**config.mk**
```make
export PLATFORM = sky130hd
export DESIGN_NAME = port2_port3_pin_mode_mux
export DESIGN_NICKNAME = d
export VERILOG_FILES = /design/src/pin_mode_pkg.sv /design/src/pin_field_decode.sv /design/src/port2_port3_pin_mode_mux.sv
export SDC_FILE = /design/constraint.sdc
export NUM_CORES = 1
export LEC_CHECK = 0
export BUFFER_PORTS_ARGS = -buffer_cell sky130_fd_sc_hd__buf_4
export CAP_MARGIN = 0
export CORE_MARGIN = 4
export CORE_UTILIZATION = 30
export CTS_CLUSTER_SIZE = 10
export DETAILED_ROUTE_END_ITERATION = 6
export GPL_TIMING_DRIVEN = 0
export PLACE_DENSITY = 0.64
export SKIP_CTS_REPAIR_TIMING = 1
export SLEW_MARGIN = 20
export SYNTH_ARGS = -nofsm -noshare
export SYNTH_HDL_FRONTEND = slang
export SYNTH_SLANG_ARGS = --single-unit
```
**constraint.sdc**
```tcl
create_clock -name clock_in -period 1.2 [get_ports clock_in]
set_input_delay 0.24 -clock clock_in [delete_from_list [all_inputs] [get_ports clock_in]]
set_output_delay 0.24 -clock clock_in [all_outputs]
set_load 0.05 [all_outputs]
```
**src/pin_mode_pkg.sv**
```systemverilog
package pin_mode_pkg;

    // Register addresses in the register page
    localparam logic [7:0] ADDR_P2_LOW  = 8'hE9;
    localparam logic [7:0] ADDR_P3_HIGH = 8'hEA;
    localparam logic [7:0] ADDR_P3_LOW  = 8'hEB;

    // Reset values
    localparam logic [7:0] RESET_CONFIG = 8'h00;

    // Implemented bits of the port 3 high register
    localparam logic [7:0] P3_HIGH_MASK = 8'h3F;

    // Route select bits in the port 3 high register
    localparam int SEL_P31_BIT = 5;
    localparam int SEL_P30_BIT = 4;

    // Field width of one pin mode
    localparam int FIELD_W = 2;

    // Pin mode codes
    typedef enum logic [1:0]
    {
        MODE_INPUT  = 2'h0,
        MODE_PULLUP = 2'h1,
        MODE_PUSH   = 2'h2,
        MODE_ALT    = 2'h3
    } pin_mode_e;

endpackage : pin_mode_pkg

```
**src/pin_field_decode.sv**
```systemverilog
`timescale 1ns/10ps
// Decodes one 2-bit pin mode field into pad controls
module pin_field_decode
(
    // Field and sources
    input  wire logic [1:0] mode_in,
    input  wire logic       port_data_in,
    input  wire logic       alt_data_in,
    // Pad controls
    output logic            drive_en_out,
    output logic            drive_val_out,
    output logic            pull_up_out,
    output logic            input_en_out
);

    // Mode decode wires
    wire is_push = (mode_in == pin_mode_pkg::MODE_PUSH);
    wire is_alt  = (mode_in == pin_mode_pkg::MODE_ALT);

    // Both output codes drive; alternative takes the peripheral value
    assign drive_en_out  = is_push | is_alt;
    assign drive_val_out = is_alt ? alt_data_in : port_data_in;
    assign pull_up_out   = (mode_in == pin_mode_pkg::MODE_PULLUP);
    assign input_en_out  = ~mode_in[1];

endmodule : pin_field_decode

```
**src/port2_port3_pin_mode_mux.sv**
```systemverilog
`timescale 1ns/10ps
module port2_port3_pin_mode_mux
#(
    parameter int PINS = 10
)
(
    // Clock and reset
    input  wire logic       clock_in,
    input  wire logic       rst_n_in,
    // Register access port
    input  wire logic [7:0] reg_addr_in,
    input  wire logic [7:0] reg_wdata_in,
    input  wire logic       reg_write_in,
    input  wire logic       reg_read_in,
    output logic      [7:0] reg_rdata_out,
    // Port data latches from the core
    input  wire logic [3:0] port2_data_in,
    input  wire logic [5:0] port3_data_in,
    // Peripheral sources
    input  wire logic       timer_a_output_in,
    input  wire logic       timer_b_pwm_output_in,
    input  wire logic       lcd_segment_34_in,
    input  wire logic       lcd_segment_35_in,
    input  wire logic       lcd_segment_36_in,
    input  wire logic       lcd_segment_37_in,
    input  wire logic       serial_tx_in,
    input  wire logic       serial_rx_drive_in,
    // Pad input levels
    input  wire logic [3:0] port2_pad_in,
    input  wire logic [5:0] port3_pad_in,
    // Pad controls, pins p2.0-3 then p3.0-5
    output logic [PINS-1:0] pad_drive_en_out,
    output logic [PINS-1:0] pad_drive_val_out,
    output logic [PINS-1:0] pad_pull_up_out,
    // Peripheral inputs
    output logic [3:0]      analog_channel_en_out,
    output logic            timer_a_capture_in_out,
    output logic            serial_rx_out
);

    // Only ten pins are wired to the register fields
    if (PINS != 10)
    begin : g_bad_pins
        $error("PINS must be 10");
    end

    // Configuration registers
    logic [7:0] p2_low_q;
    logic [7:0] p3_high_q;
    logic [7:0] p3_low_q;

    // Write decode
    wire wr_p2l = reg_write_in && (reg_addr_in == pin_mode_pkg::ADDR_P2_LOW);
    wire wr_p3h = reg_write_in && (reg_addr_in == pin_mode_pkg::ADDR_P3_HIGH);
    wire wr_p3l = reg_write_in && (reg_addr_in == pin_mode_pkg::ADDR_P3_LOW);

    // Register storage, cleared at reset
    always_ff @(posedge clock_in or negedge rst_n_in)
    begin
        if (!rst_n_in)
        begin
            p2_low_q  <= pin_mode_pkg::RESET_CONFIG;
            p3_high_q <= pin_mode_pkg::RESET_CONFIG;
            p3_low_q  <= pin_mode_pkg::RESET_CONFIG;
        end
        else
        begin
            if (wr_p2l)
                p2_low_q <= reg_wdata_in;
            if (wr_p3h)
                p3_high_q <= reg_wdata_in & pin_mode_pkg::P3_HIGH_MASK;
            if (wr_p3l)
                p3_low_q <= reg_wdata_in;
        end
    end

    // Read mux; unmapped reads return zero
    wire [7:0] rdata_d =
        (reg_addr_in == pin_mode_pkg::ADDR_P2_LOW)  ? p2_low_q  :
        (reg_addr_in == pin_mode_pkg::ADDR_P3_HIGH) ? p3_high_q :
        (reg_addr_in == pin_mode_pkg::ADDR_P3_LOW)  ? p3_low_q  :
        8'h00;

    // Read data registered so the output comes from a flop
    always_ff @(posedge clock_in or negedge rst_n_in)
    begin
        if (!rst_n_in)
            reg_rdata_out <= 8'h00;
        else if (reg_read_in)
            reg_rdata_out <= rdata_d;
    end

    // Per-pin fields: p2.0-3, p3.0-3 from low reg, p3.4-5 from high reg
    wire [2*PINS-1:0] fields = {p3_high_q[3:0], p3_low_q, p2_low_q};

    // Alternative-function sources; route selects for 3.0 and 3.1
    wire alt_p30 = p3_high_q[pin_mode_pkg::SEL_P30_BIT] ?
                   lcd_segment_34_in : timer_b_pwm_output_in;
    wire alt_p31 = p3_high_q[pin_mode_pkg::SEL_P31_BIT] ?
                   lcd_segment_35_in : timer_a_output_in;
    // Analog pins carry no digital drive value
    wire [PINS-1:0] alt_src = {serial_rx_drive_in, serial_tx_in,
                               lcd_segment_37_in, lcd_segment_36_in,
                               alt_p31, alt_p30, 4'h0};
    wire [PINS-1:0] port_src = {port3_data_in, port2_data_in};

    // Combinational pad controls from the decoders
    wire [PINS-1:0] drv_en_d;
    wire [PINS-1:0] drv_val_d;
    wire [PINS-1:0] pull_d;
    wire [PINS-1:0] in_en_d;

    // One decoder per pin
    genvar g;
    generate
        for (g = 0; g < PINS; g++)
        begin : g_pin
            pin_field_decode u_dec
            (
                .mode_in      (fields[2*g +: 2]),
                .port_data_in (port_src[g]),
                .alt_data_in  (alt_src[g]),
                .drive_en_out (drv_en_d[g]),
                .drive_val_out(drv_val_d[g]),
                .pull_up_out  (pull_d[g]),
                .input_en_out (in_en_d[g])
            );
        end
    endgenerate

    // Analog channels: port 2 alternative, drivers off
    wire [3:0] an_en_d;
    assign an_en_d[0] = (p2_low_q[1:0] == pin_mode_pkg::MODE_ALT);
    assign an_en_d[1] = (p2_low_q[3:2] == pin_mode_pkg::MODE_ALT);
    assign an_en_d[2] = (p2_low_q[5:4] == pin_mode_pkg::MODE_ALT);
    assign an_en_d[3] = (p2_low_q[7:6] == pin_mode_pkg::MODE_ALT);
    wire [PINS-1:0] drv_mask = {6'h3F, ~an_en_d};

    // Capture input when pin 3.3 is in either input mode
    wire cap_d = in_en_d[7] & port3_pad_in[3];
    // Receive input on pin 3.5 in its input modes, idle high otherwise
    wire rx_d  = in_en_d[9] ? port3_pad_in[5] : 1'b1;

    // Output registers
    always_ff @(posedge clock_in or negedge rst_n_in)
    begin
        if (!rst_n_in)
        begin
            pad_drive_en_out       <= '0;
            pad_drive_val_out      <= '0;
            pad_pull_up_out        <= '0;
            analog_channel_en_out  <= 4'h0;
            timer_a_capture_in_out <= 1'b0;
            serial_rx_out          <= 1'b1;
        end
        else
        begin
            pad_drive_en_out       <= drv_en_d & drv_mask;
            pad_drive_val_out      <= drv_val_d & drv_mask;
            pad_pull_up_out        <= pull_d;
            analog_channel_en_out  <= an_en_d;
            timer_a_capture_in_out <= cap_d;
            serial_rx_out          <= rx_d;
        end
    end

    // Pad inputs of port 2 are read by the core elsewhere
    wire unused_ok = ^port2_pad_in;

    // Assertions
    a_p3h_top_zero: assert property (@(posedge clock_in) disable iff (!rst_n_in)
        p3_high_q[7:6] == 2'h0) else $error("unused bits set");
    a_reg_write_read: assert property (@(posedge clock_in)
        disable iff (!rst_n_in)
        wr_p2l ##1 (reg_read_in && reg_addr_in == pin_mode_pkg::ADDR_P2_LOW
        && !reg_write_in) |=> reg_rdata_out == $past(reg_wdata_in, 2))
        else $error("write not read back");
    a_p31_segment: assert property (@(posedge clock_in) disable iff (!rst_n_in)
        (p3_low_q[3:2] == 2'h3 && p3_high_q[5] && lcd_segment_35_in)
        |=> pad_drive_en_out[5] && pad_drive_val_out[5])
        else $error("pin 3.1 segment route");
    a_p30_timer: assert property (@(posedge clock_in) disable iff (!rst_n_in)
        (p3_low_q[1:0] == 2'h3 && !p3_high_q[4])
        |=> pad_drive_val_out[4] == $past(timer_b_pwm_output_in))
        else $error("pin 3.0 timer route");
    a_input_no_drive: assert property (@(posedge clock_in)
        disable iff (!rst_n_in)
        (p2_low_q[1] == 1'b0) |=> !pad_drive_en_out[0])
        else $error("input pin driven");
    a_analog_en: assert property (@(posedge clock_in) disable iff (!rst_n_in)
        (p2_low_q[7:6] == 2'h3) |=> analog_channel_en_out[3]
        && !pad_drive_en_out[3]) else $error("analog channel");

    // Covers
    c_lcd_segment_35: cover property (@(posedge clock_in) pad_drive_en_out[5]
        && p3_high_q[5]);
    c_capture: cover property (@(posedge clock_in) timer_a_capture_in_out);
    c_analog: cover property (@(posedge clock_in) analog_channel_en_out[0]);

endmodule : port2_port3_pin_mode_mux

```
==> results of run 1 <==
final timing paths:
path,startpoint,to,slack (ns),depth (start not counted)
max in group asynchronous,rst_n_in,pad_drive_en_out[3],0.66,1
min,rst_n_in,pad_pull_up_out[9],0.006,1
min in group clock_in,port3_pad_in[5],serial_rx_out,0.10,2
max,serial_rx_out,serial_rx_out,-0.05,1
max reg2reg,p3_low_q[4],reg_rdata_out[4],0.13,3
min reg2reg,p2_low_q[5],pad_pull_up_out[2],0.48,1
cell usage after synthesis (all sizes together):
cell type and n:
a21oi 2, a22oi 6, a31oi 2, and2 4, buf 2, clkbuf 7, clkinv 1, dfrtp 65
dfstp 1, mux2 34, mux2i 2, nand2 7, nand2b 1, nand3b 1, nand4b 1, nor2b 20
nor3 1, nor4 1, nor4b 1, o2bb2ai 8, or2 2, or3 1
power by group through the flow:
stage	combinational [mW]	sequential, mW	clock [mW]
after floorplan	0.142	2.59	0
after global placement	0.593	2.41	0
after detailed placement	0.601	2.41	0
after CTS	0.602	2.37	2.38
after global routing	0.645	2.38	2.49
final	0.601	2.37	2.32
cell type report:
type,instances,area share
timing repair buffer,89,0.1857
tap,105,0.03591
multi-input combinational,94,0.2414
buffer,9,0.01402
clock inverter,4,0.02668
inverter,1,0.002052
clock buffer,12,0.04241
sequential,66,0.4518
layer usage:
metal | GRT usage | wire [µm] | up-vias | share of wire
li1 | - | - | 789 | -
met2 | 0.1955 | 2806 | 54 | 0.49
met3 | 0.04239 | 397 | 9 | 0.069
met4 | 0.04727 | 71 | 0 | 0.012
met5 | 0 | 0 | - | 0
met1 | 0.1510 | 2438 | 793 | 0.43
layout by cell type, fill, tap and decap left out:
master	n
sky130_fd_sc_hd__a21oi_1	2
sky130_fd_sc_hd__a22oi_1	6
sky130_fd_sc_hd__a31oi_1	2
sky130_fd_sc_hd__and2_1	4
sky130_fd_sc_hd__buf_12	1
sky130_fd_sc_hd__buf_2	1
sky130_fd_sc_hd__buf_4	86
sky130_fd_sc_hd__buf_6	3
sky130_fd_sc_hd__bufinv_16	3
sky130_fd_sc_hd__clkbuf_1	8
sky130_fd_sc_hd__clkbuf_8	11
sky130_fd_sc_hd__clkinvlp_4	2
sky130_fd_sc_hd__dfrtp_1	65
sky130_fd_sc_hd__dfstp_2	1
sky130_fd_sc_hd__mux2_2	25
sky130_fd_sc_hd__mux2_4	9
sky130_fd_sc_hd__mux2i_1	2
sky130_fd_sc_hd__nand2_1	7
sky130_fd_sc_hd__nand2b_1	1
sky130_fd_sc_hd__nand3b_4	1
sky130_fd_sc_hd__nand4b_4	1
sky130_fd_sc_hd__nor2b_1	19
sky130_fd_sc_hd__nor2b_2	1
sky130_fd_sc_hd__nor3_4	1
sky130_fd_sc_hd__nor4_4	1
sky130_fd_sc_hd__nor4b_4	1
sky130_fd_sc_hd__o2bb2ai_1	8
sky130_fd_sc_hd__or2_2	2
sky130_fd_sc_hd__or3_1	1
worst reg2reg max path, stage by stage, from the launching register on:
cell	delay, ns
sky130_fd_sc_hd__dfrtp_1	0.41
sky130_fd_sc_hd__mux2_2	0.28
sky130_fd_sc_hd__a22oi_1	0.16
sky130_fd_sc_hd__o2bb2ai_1	0.08
flip-flops by register name, indices dropped and copies added (netlist names):
register                count
pad_drive_en_out           10
pad_drive_val_out          10
pad_pull_up_out            10
p2_low_q                    8
p3_low_q                    8
reg_rdata_out               8
p3_high_q                   6
analog_channel_en_out       4
serial_rx_out               1
timer_a_capture_in_out      1
stage by stage:
stage | std cells | worst slack [ns] | util
after CTS | 373 | -0.3342 | 0.4346
after global routing | 380 | -0.09182 | 0.4453
after detailed placement | 357 | -0.7001 | 0.4038
after global placement | 357 | -0.6644 | 0.4038
final | 380 | -0.05288 | 0.4453
after floorplan | 170 | -0.2193 | -
cells by family (layout without fill, tap and decap cells):
family	Yosys count	after routing	synth area share
AO/OA/AOI/OAI	18	18	0.05427
buffers and inverters	10	115	0.01677
flip-flops	66	66	0.6517
multiplexers	36	36	0.1589
AND/OR/NAND/NOR	40	40	0.1184
==> summary.md, run 1 <==
| Metric | Value |
|---|---|
| DIE AREA | `~10000 µm²` |
| Final weighted congestion of routability-driven global placement | `0.7310` |
| # Max-Cap Violations | `0` |
| Std cell rows | `33` |
| Count of H-tree levels built during CTS | `3` |
| Aggregate global-route resource usage | `0.1218` |
| Mean post-synth cell area | `14.92 µm²` |
| Final worst path period need | `1.253 ns` |
| Violated checks | `negative setup slack` |
| Largest stage delay, worst path | `0.53 ns` |
| Final worst clock skew | `0.006683 ns` |
| RSZ-0062 raised after global routing | `true` |
| PnR worst setup slack | `-0.05288 ns` |
| Die Y-Extent | `roughly 100 µm` |
| Cell Pwr Density | `1445 nW/µm²` |
| Number of ports placed on the die boundary | `92` |
| Area used by sequential logic in the layout | `1653 µm²` |
| Final net count | `318` |
| Fraction of layout cells with a size suffix above 1 | `0.5455` |
| Worst-path maximum fanout | `1` |
| Number of global-route vias before repair | `1,807` |
| Sw Ratio | `0.2326` |
| Leakage | `1.837 nW` |
| Via-per-instance ratio | `~4.3` |
| Std-Cell Core Area | `8217 µm²` |
| Net count after synthesis | `roughly 220` |
| Maximum buffer depth of the clock tree | `2` |
| Required time at the endpoint of the critical path | `0.96 ns` |
| Antenna violations before repair | `0` |
| Slew margin rel. | `0.4531` |
| Max IR drop VDD | `0.6343 mV` |
| Synth warnings | `0` |
| Biggest area consumer among synthesized cells | `sky130_fd_sc_hd__dfrtp_1` |
| Result of the run | `complete, but fails checks` |
| Die X | `99.95 µm` |
| Part of the total power dissipated in the clock network | `0.438` |
| Data arrival time of the critical path | `between 1 and 1.5 ns` |
| Number of failing hold endpoints at the final stage | `0` |
| Wirelength, routed | `5713 µm` |
| DR iter-0 viols | `23` |
| #FFs+latches synth | `66` |
| Avg WL per Cell | `about 15 µm` |
| Count of final setup violators | `1` |
| Number of remaining DRC errors | `0` |
| Remaining global-route overflow | `0` |
| Total non-filler cell area in the finished layout | `3659 µm²` |
| Transition time at the pin with the least slew margin | `0.8204 ns` |
| Initial core utilization | `0.3087` |
| Sequential group share of total power | `0.448` |
| Detailed Routing Iterations Pass 1 | `4` |
| Worst min path class | `primary input to async pin` |
| Switching power summed over all nets | `between 1 and 1.5 mW` |
| Pin count of the biggest net entering global routing | `67` |
| Global-route wire length before repair | `between 9000 and 10,000 µm` |
| Worst path bufs/invs | `1` |
| Placed inst area | `3318 µm²` |
| Highest clock rate | `between 0.7 and 0.8 GHz` |
| Count of fill cells added during filler insertion | `approximately 750` |
| Hold Worst Slack | `0.006358 ns` |
| Number of pins exceeding their max-slew limit in the final report | `0` |
| Nature of the critical path endpoint | `output pin` |
| Clock latency reported for the late side of the worst-skew pair | `0.33 ns` |
| Int Pwr | `4.058 mW` |
| Setup TNS Final | `-0.05288 ns` |
| CTS clk-pin slew, worst paths | `0.07 ns` |
| Number of instances in the synthesized netlist | `170` |
| Proportion of netlist area held by the largest area contributor | `0.6413` |
| Clock tree from TritonCTS | `done` |
| Top cell family by delay on the critical path | `flip-flops` |
| Worst path cell trace | `buf_6` |
| Synth top area cells | `sky130_fd_sc_hd__dfrtp_1 (64%), sky130_fd_sc_hd__mux2_2 (15%), sky130_fd_sc_hd__nor2b_1 (4.9%)` |
| Clock tree sinks | `66` |
| Crit Path Category | `flip-flop to output pin` |
| Clock root buffer | `sky130_fd_sc_hd__clkbuf_8` |
| Critical-path top delay cell | `sky130_fd_sc_hd__dfstp_2` |
| Synthesized area | `2536 µm²` |
| DR vias | `1,645` |
| Power consumption | `5.288 mW` |
| Final period utilization | `1.044` |
| Area of the multi-input gates | `883.3 µm²` |
| Portion of the post-synthesis area used by sequential elements | `0.6517` |
| Half-perimeter wire length after placement | `4025 µm` |
| Area growth from synthesis to layout | `44.25%` |
| Count of input and output buffers | `82` |
| Number of nets with antenna violations after detailed routing | `0` |
| Kind of start point of the critical path | `flip-flop` |
| Number of distinct library cells after synthesis | `23` |
| Power share of the combinational group | `0.114` |
| TritonCTS buffer count | `9` |
| ANT cells | `0` |
Note: power is estimated with default switching activity, not from simulation.
==> run 2: changes to the inputs <==
--- a/config.mk
+++ b/config.mk
@@ -8,11 +8,11 @@
 export BUFFER_PORTS_ARGS = -buffer_cell sky130_fd_sc_hd__buf_4
 export CAP_MARGIN = 0
 export CORE_MARGIN = 4
-export CORE_UTILIZATION = 30
+export CORE_UTILIZATION = 49
 export CTS_CLUSTER_SIZE = 10
 export DETAILED_ROUTE_END_ITERATION = 6
 export GPL_TIMING_DRIVEN = 0
-export PLACE_DENSITY = 0.64
+export PLACE_DENSITY = 0.9
 export SKIP_CTS_REPAIR_TIMING = 1
 export SLEW_MARGIN = 20
 export SYNTH_ARGS = -nofsm -noshare
==> run 2 against run 1 <==
  * The flow finishes with violations (negative hold slack, negative setup slack)
  * Sequential cell count unchanged
  * Cell count shrank 11%
  * Critical path depth unchanged
  * Sequential share of layout area up 1.7 points
  * Final area shrank 3.6%
  * Register-to-register slack about the same
  * Total power decreased by 12%
  * Die area shrank 36%
  * Non-clock buffer count fell by 2
  * Clock skew fell by 0.0029 ns
  * Global-route usage increased by 5.4 points
  * Critical endpoint unchanged
  * Largest cell class unchanged
  * Highest routed layer unchanged
==> summary.md, run 2 (synthesis results as in run 1) <==
| Metric | Value |
|---|---|
| Detailed Routing Iterations Pass 1 | `4 (unchanged)` |
| Worst path cell trace | `buf_8 (was buf_6)` |
| Top cell family by delay on the critical path | `flip-flops (unchanged)` |
| Area growth from synthesis to layout | `39.07% (was 44.25%)` |
| Source of the worst register-to-register timing path | `p3_low_q[5] (was p3_low_q[4])` |
| Largest stage delay, worst path | `0.53 ns (about the same)` |
| Die X | `79.95 µm (was 99.95 µm)` |
| Std cell rows | `25 (was 33)` |
| Kind of start point of the critical path | `flip-flop (unchanged)` |
| Clock tree from TritonCTS | `done (unchanged)` |
| Transition time at the pin with the least slew margin | `0.7916 ns (was 0.8204 ns)` |
| Worst min path class | `primary input to async pin (unchanged)` |
| Remaining global-route overflow | `0 (unchanged)` |
| Worst-path maximum fanout | `1 (unchanged)` |
| Aggregate global-route resource usage | `0.1762 (was 0.1218)` |
| Pin count of the biggest net entering global routing | `67 (unchanged)` |
| Count of fill cells added during filler insertion | `369 (was 749)` |
| Register-to-register setup slack | `0.13 ns (about the same)` |
| Final worst path period need | `1.233 ns (was 1.253 ns)` |
| Leakage | `1.797 nW (was 1.837 nW)` |
| Count of H-tree levels built during CTS | `3 (unchanged)` |
| Final weighted congestion of routability-driven global placement | `0.7767 (was 0.7310)` |
| Top library cells by usage in the layout, fill and taps aside | `sky130_fd_sc_hd__buf_4 (83), sky130_fd_sc_hd__dfrtp_1 (65), sky130_fd_sc_hd__mux2_2 (28), sky130_fd_sc_hd__nor2b_1 (19), sky130_fd_sc_hd__clkbuf_1 (11) (was sky130_fd_sc_hd__buf_4 (86), sky130_fd_sc_hd__dfrtp_1 (65), sky130_fd_sc_hd__mux2_2 (25), sky130_fd_sc_hd__nor2b_1 (19), sky130_fd_sc_hd__clkbuf_8 (11))` |
| TritonCTS buffer count | `9 (unchanged)` |
| Sequential group share of total power | `0.508 (was 0.448)` |
| DR iter-0 viols | `27 (was 23)` |
| Antenna violations before repair | `0 (unchanged)` |
| Hold Worst Slack | `-0.007397 ns (was 0.006358 ns)` |
| Slew margin rel. | `0.4723 (was 0.4531)` |
| Count of final setup violators | `2 (was 1)` |
| Data arrival time of the critical path | `0.99 ns (was 1.01 ns)` |
| Switching power summed over all nets | `1.151 mW (was 1.230 mW)` |
| Count of input and output buffers | `82 (unchanged)` |
| Wirelength, routed | `5250 µm (was 5713 µm)` |
| Total non-filler cell area in the finished layout | `3527 µm² (was 3659 µm²)` |
| Worst path bufs/invs | `1 (unchanged)` |
| Cell Pwr Density | `1324 nW/µm² (was 1445 nW/µm²)` |
| Number of nets with antenna violations after detailed routing | `0 (unchanged)` |
| Worst setup path startpoint | `serial_rx_out (unchanged)` |
| Most common library cell in the layout ignoring fill and taps | `sky130_fd_sc_hd__buf_4 (unchanged)` |
| Highest clock rate | `0.8111 GHz (was 0.7982 GHz)` |
| Maximum buffer depth of the clock tree | `2 (unchanged)` |
| Final period utilization | `1.027 (was 1.044)` |
| Initial core utilization | `0.5197 (was 0.3087)` |
| Number of ports placed on the die boundary | `92 (unchanged)` |
| Via-per-instance ratio | `4.868 (was 4.329)` |
| Result of the run | `complete, but fails checks (unchanged)` |
| Fraction of layout cells with a size suffix above 1 | `0.5311 (was 0.5455)` |
| Number of pins exceeding their max-slew limit in the final report | `0 (unchanged)` |
| RSZ-0062 raised after global routing | `true (unchanged)` |
| Largest registers | `pad_drive_en_out x10, pad_drive_val_out x10, pad_pull_up_out x10 (unchanged)` |
| Max IR drop VDD | `0.8267 mV (was 0.6343 mV)` |
| Critical-path top delay cell | `sky130_fd_sc_hd__dfstp_2 (unchanged)` |
| Die Y-Extent | `79.95 µm (was 99.95 µm)` |
| ANT cells | `0 (unchanged)` |
| Number of failing hold endpoints at the final stage | `5 (was 0)` |
| # Max-Cap Violations | `0 (unchanged)` |
| CTS clk-pin slew, worst paths | `0.06 ns (was 0.07 ns)` |
| Clock root buffer | `sky130_fd_sc_hd__clkbuf_8 (unchanged)` |
| DIE AREA | `6391 µm² (was 9989 µm²)` |
| Clock tree sinks | `66 (unchanged)` |
| Crit Path Category | `flip-flop to output pin (unchanged)` |
| DR vias | `1,655 (was 1,645)` |
| Nature of the critical path endpoint | `output pin (unchanged)` |
| PnR worst setup slack | `-0.03283 ns (was -0.05288 ns)` |
| Avg WL per Cell | `15.44 µm (was 15.03 µm)` |
| Global-route wire length before repair | `8418 µm (was 9135 µm)` |
| Std-Cell Core Area | `4880 µm² (was 8217 µm²)` |
| Int Pwr | `3.519 mW (was 4.058 mW)` |
| Placed inst area | `3271 µm² (was 3318 µm²)` |
| Half-perimeter wire length after placement | `3787 µm (was 4025 µm)` |
| Part of the total power dissipated in the clock network | `0.364 (was 0.438)` |
| Post-route core utilization | `0.7228 (was 0.4453)` |
| Violated checks | `negative hold slack, negative setup slack (was negative setup slack)` |
| Power share of the combinational group | `0.128 (was 0.114)` |
| Final net count | `316 (was 318)` |
| Final worst clock skew | `0.003829 ns (was 0.006683 ns)` |
| Number of global-route vias before repair | `1,839 (was 1,807)` |
| Required time at the endpoint of the critical path | `0.96 ns (about the same)` |
| Clock latency reported for the late side of the worst-skew pair | `0.32 ns (was 0.33 ns)` |
| Sw Ratio | `0.2464 (was 0.2326)` |
| Number of remaining DRC errors | `0 (unchanged)` |
==> run 2: area by class of cell <==
cell class                      instances  area [µm²]  share of cell area
Clock inverter                          3       40.04             0.01135
Clock buffer                           13       138.9             0.03938
Buffer                                  9       51.30             0.01454
Tap cell                               67       83.83             0.02377
Sequential cell                        66        1653              0.4686
Inverter                                1       7.507            0.002128
Multi-Input combinational cell         94       872.1              0.2473
Timing Repair Buffer                   87       680.7              0.1930
==> run 2: power by group through the flow <==
stage / registers (mW) / logic, mW / clock network, mW
floorplan: 2.59 / 0.142 / 0
global placement: 2.41 / 0.583 / 0
detailed placement: 2.41 / 0.596 / 0
CTS: 2.37 / 0.597 / 1.75
global route: 2.38 / 0.639 / 1.87
finish: 2.37 / 0.596 / 1.70
==> run 2: per-layer routing <==
| metal | up-vias | track usage | share of wire |
|---|---|---|---|
| li1 | 785 | - | - |
| met4 | 0 | 0.08108 | 0.022 |
| met2 | 59 | 0.3030 | 0.51 |
| met1 | 800 | 0.2066 | 0.41 |
| met3 | 11 | 0.04289 | 0.061 |
| met5 | - | 0 | 0 |
==> run 2: metrics by stage <==
stage	instances	setup TNS [ns]	hold WS (ns)	setup slack [ns]	total power, mW
5_1_grt	340	-0.2422	0.06597	-0.07057	4.895
3_5_place_dp	319	-14.06	0.3777	-0.6571	3.009
2_1_floorplan	170	-4.125	-0.05559	-0.2193	2.733
3_3_place_gp	319	-13.34	0.3709	-0.6192	2.990
4_1_cts	335	-4.564	0.02814	-0.3121	4.717
6_report	340	-0.03410	-0.007397	-0.03283	4.670
==> run 2: final timing paths <==
check | cells after the start | endpoint
max in group asynchronous | 1 | p2_low_q[0]
setup reg to reg | 3 | reg_rdata_out[5]
hold reg to reg | 1 | pad_pull_up_out[3]
hold / removal | 1 | pad_drive_en_out[9]
setup / recovery | 1 | serial_rx_out
min in group clock_in | 2 | serial_rx_out
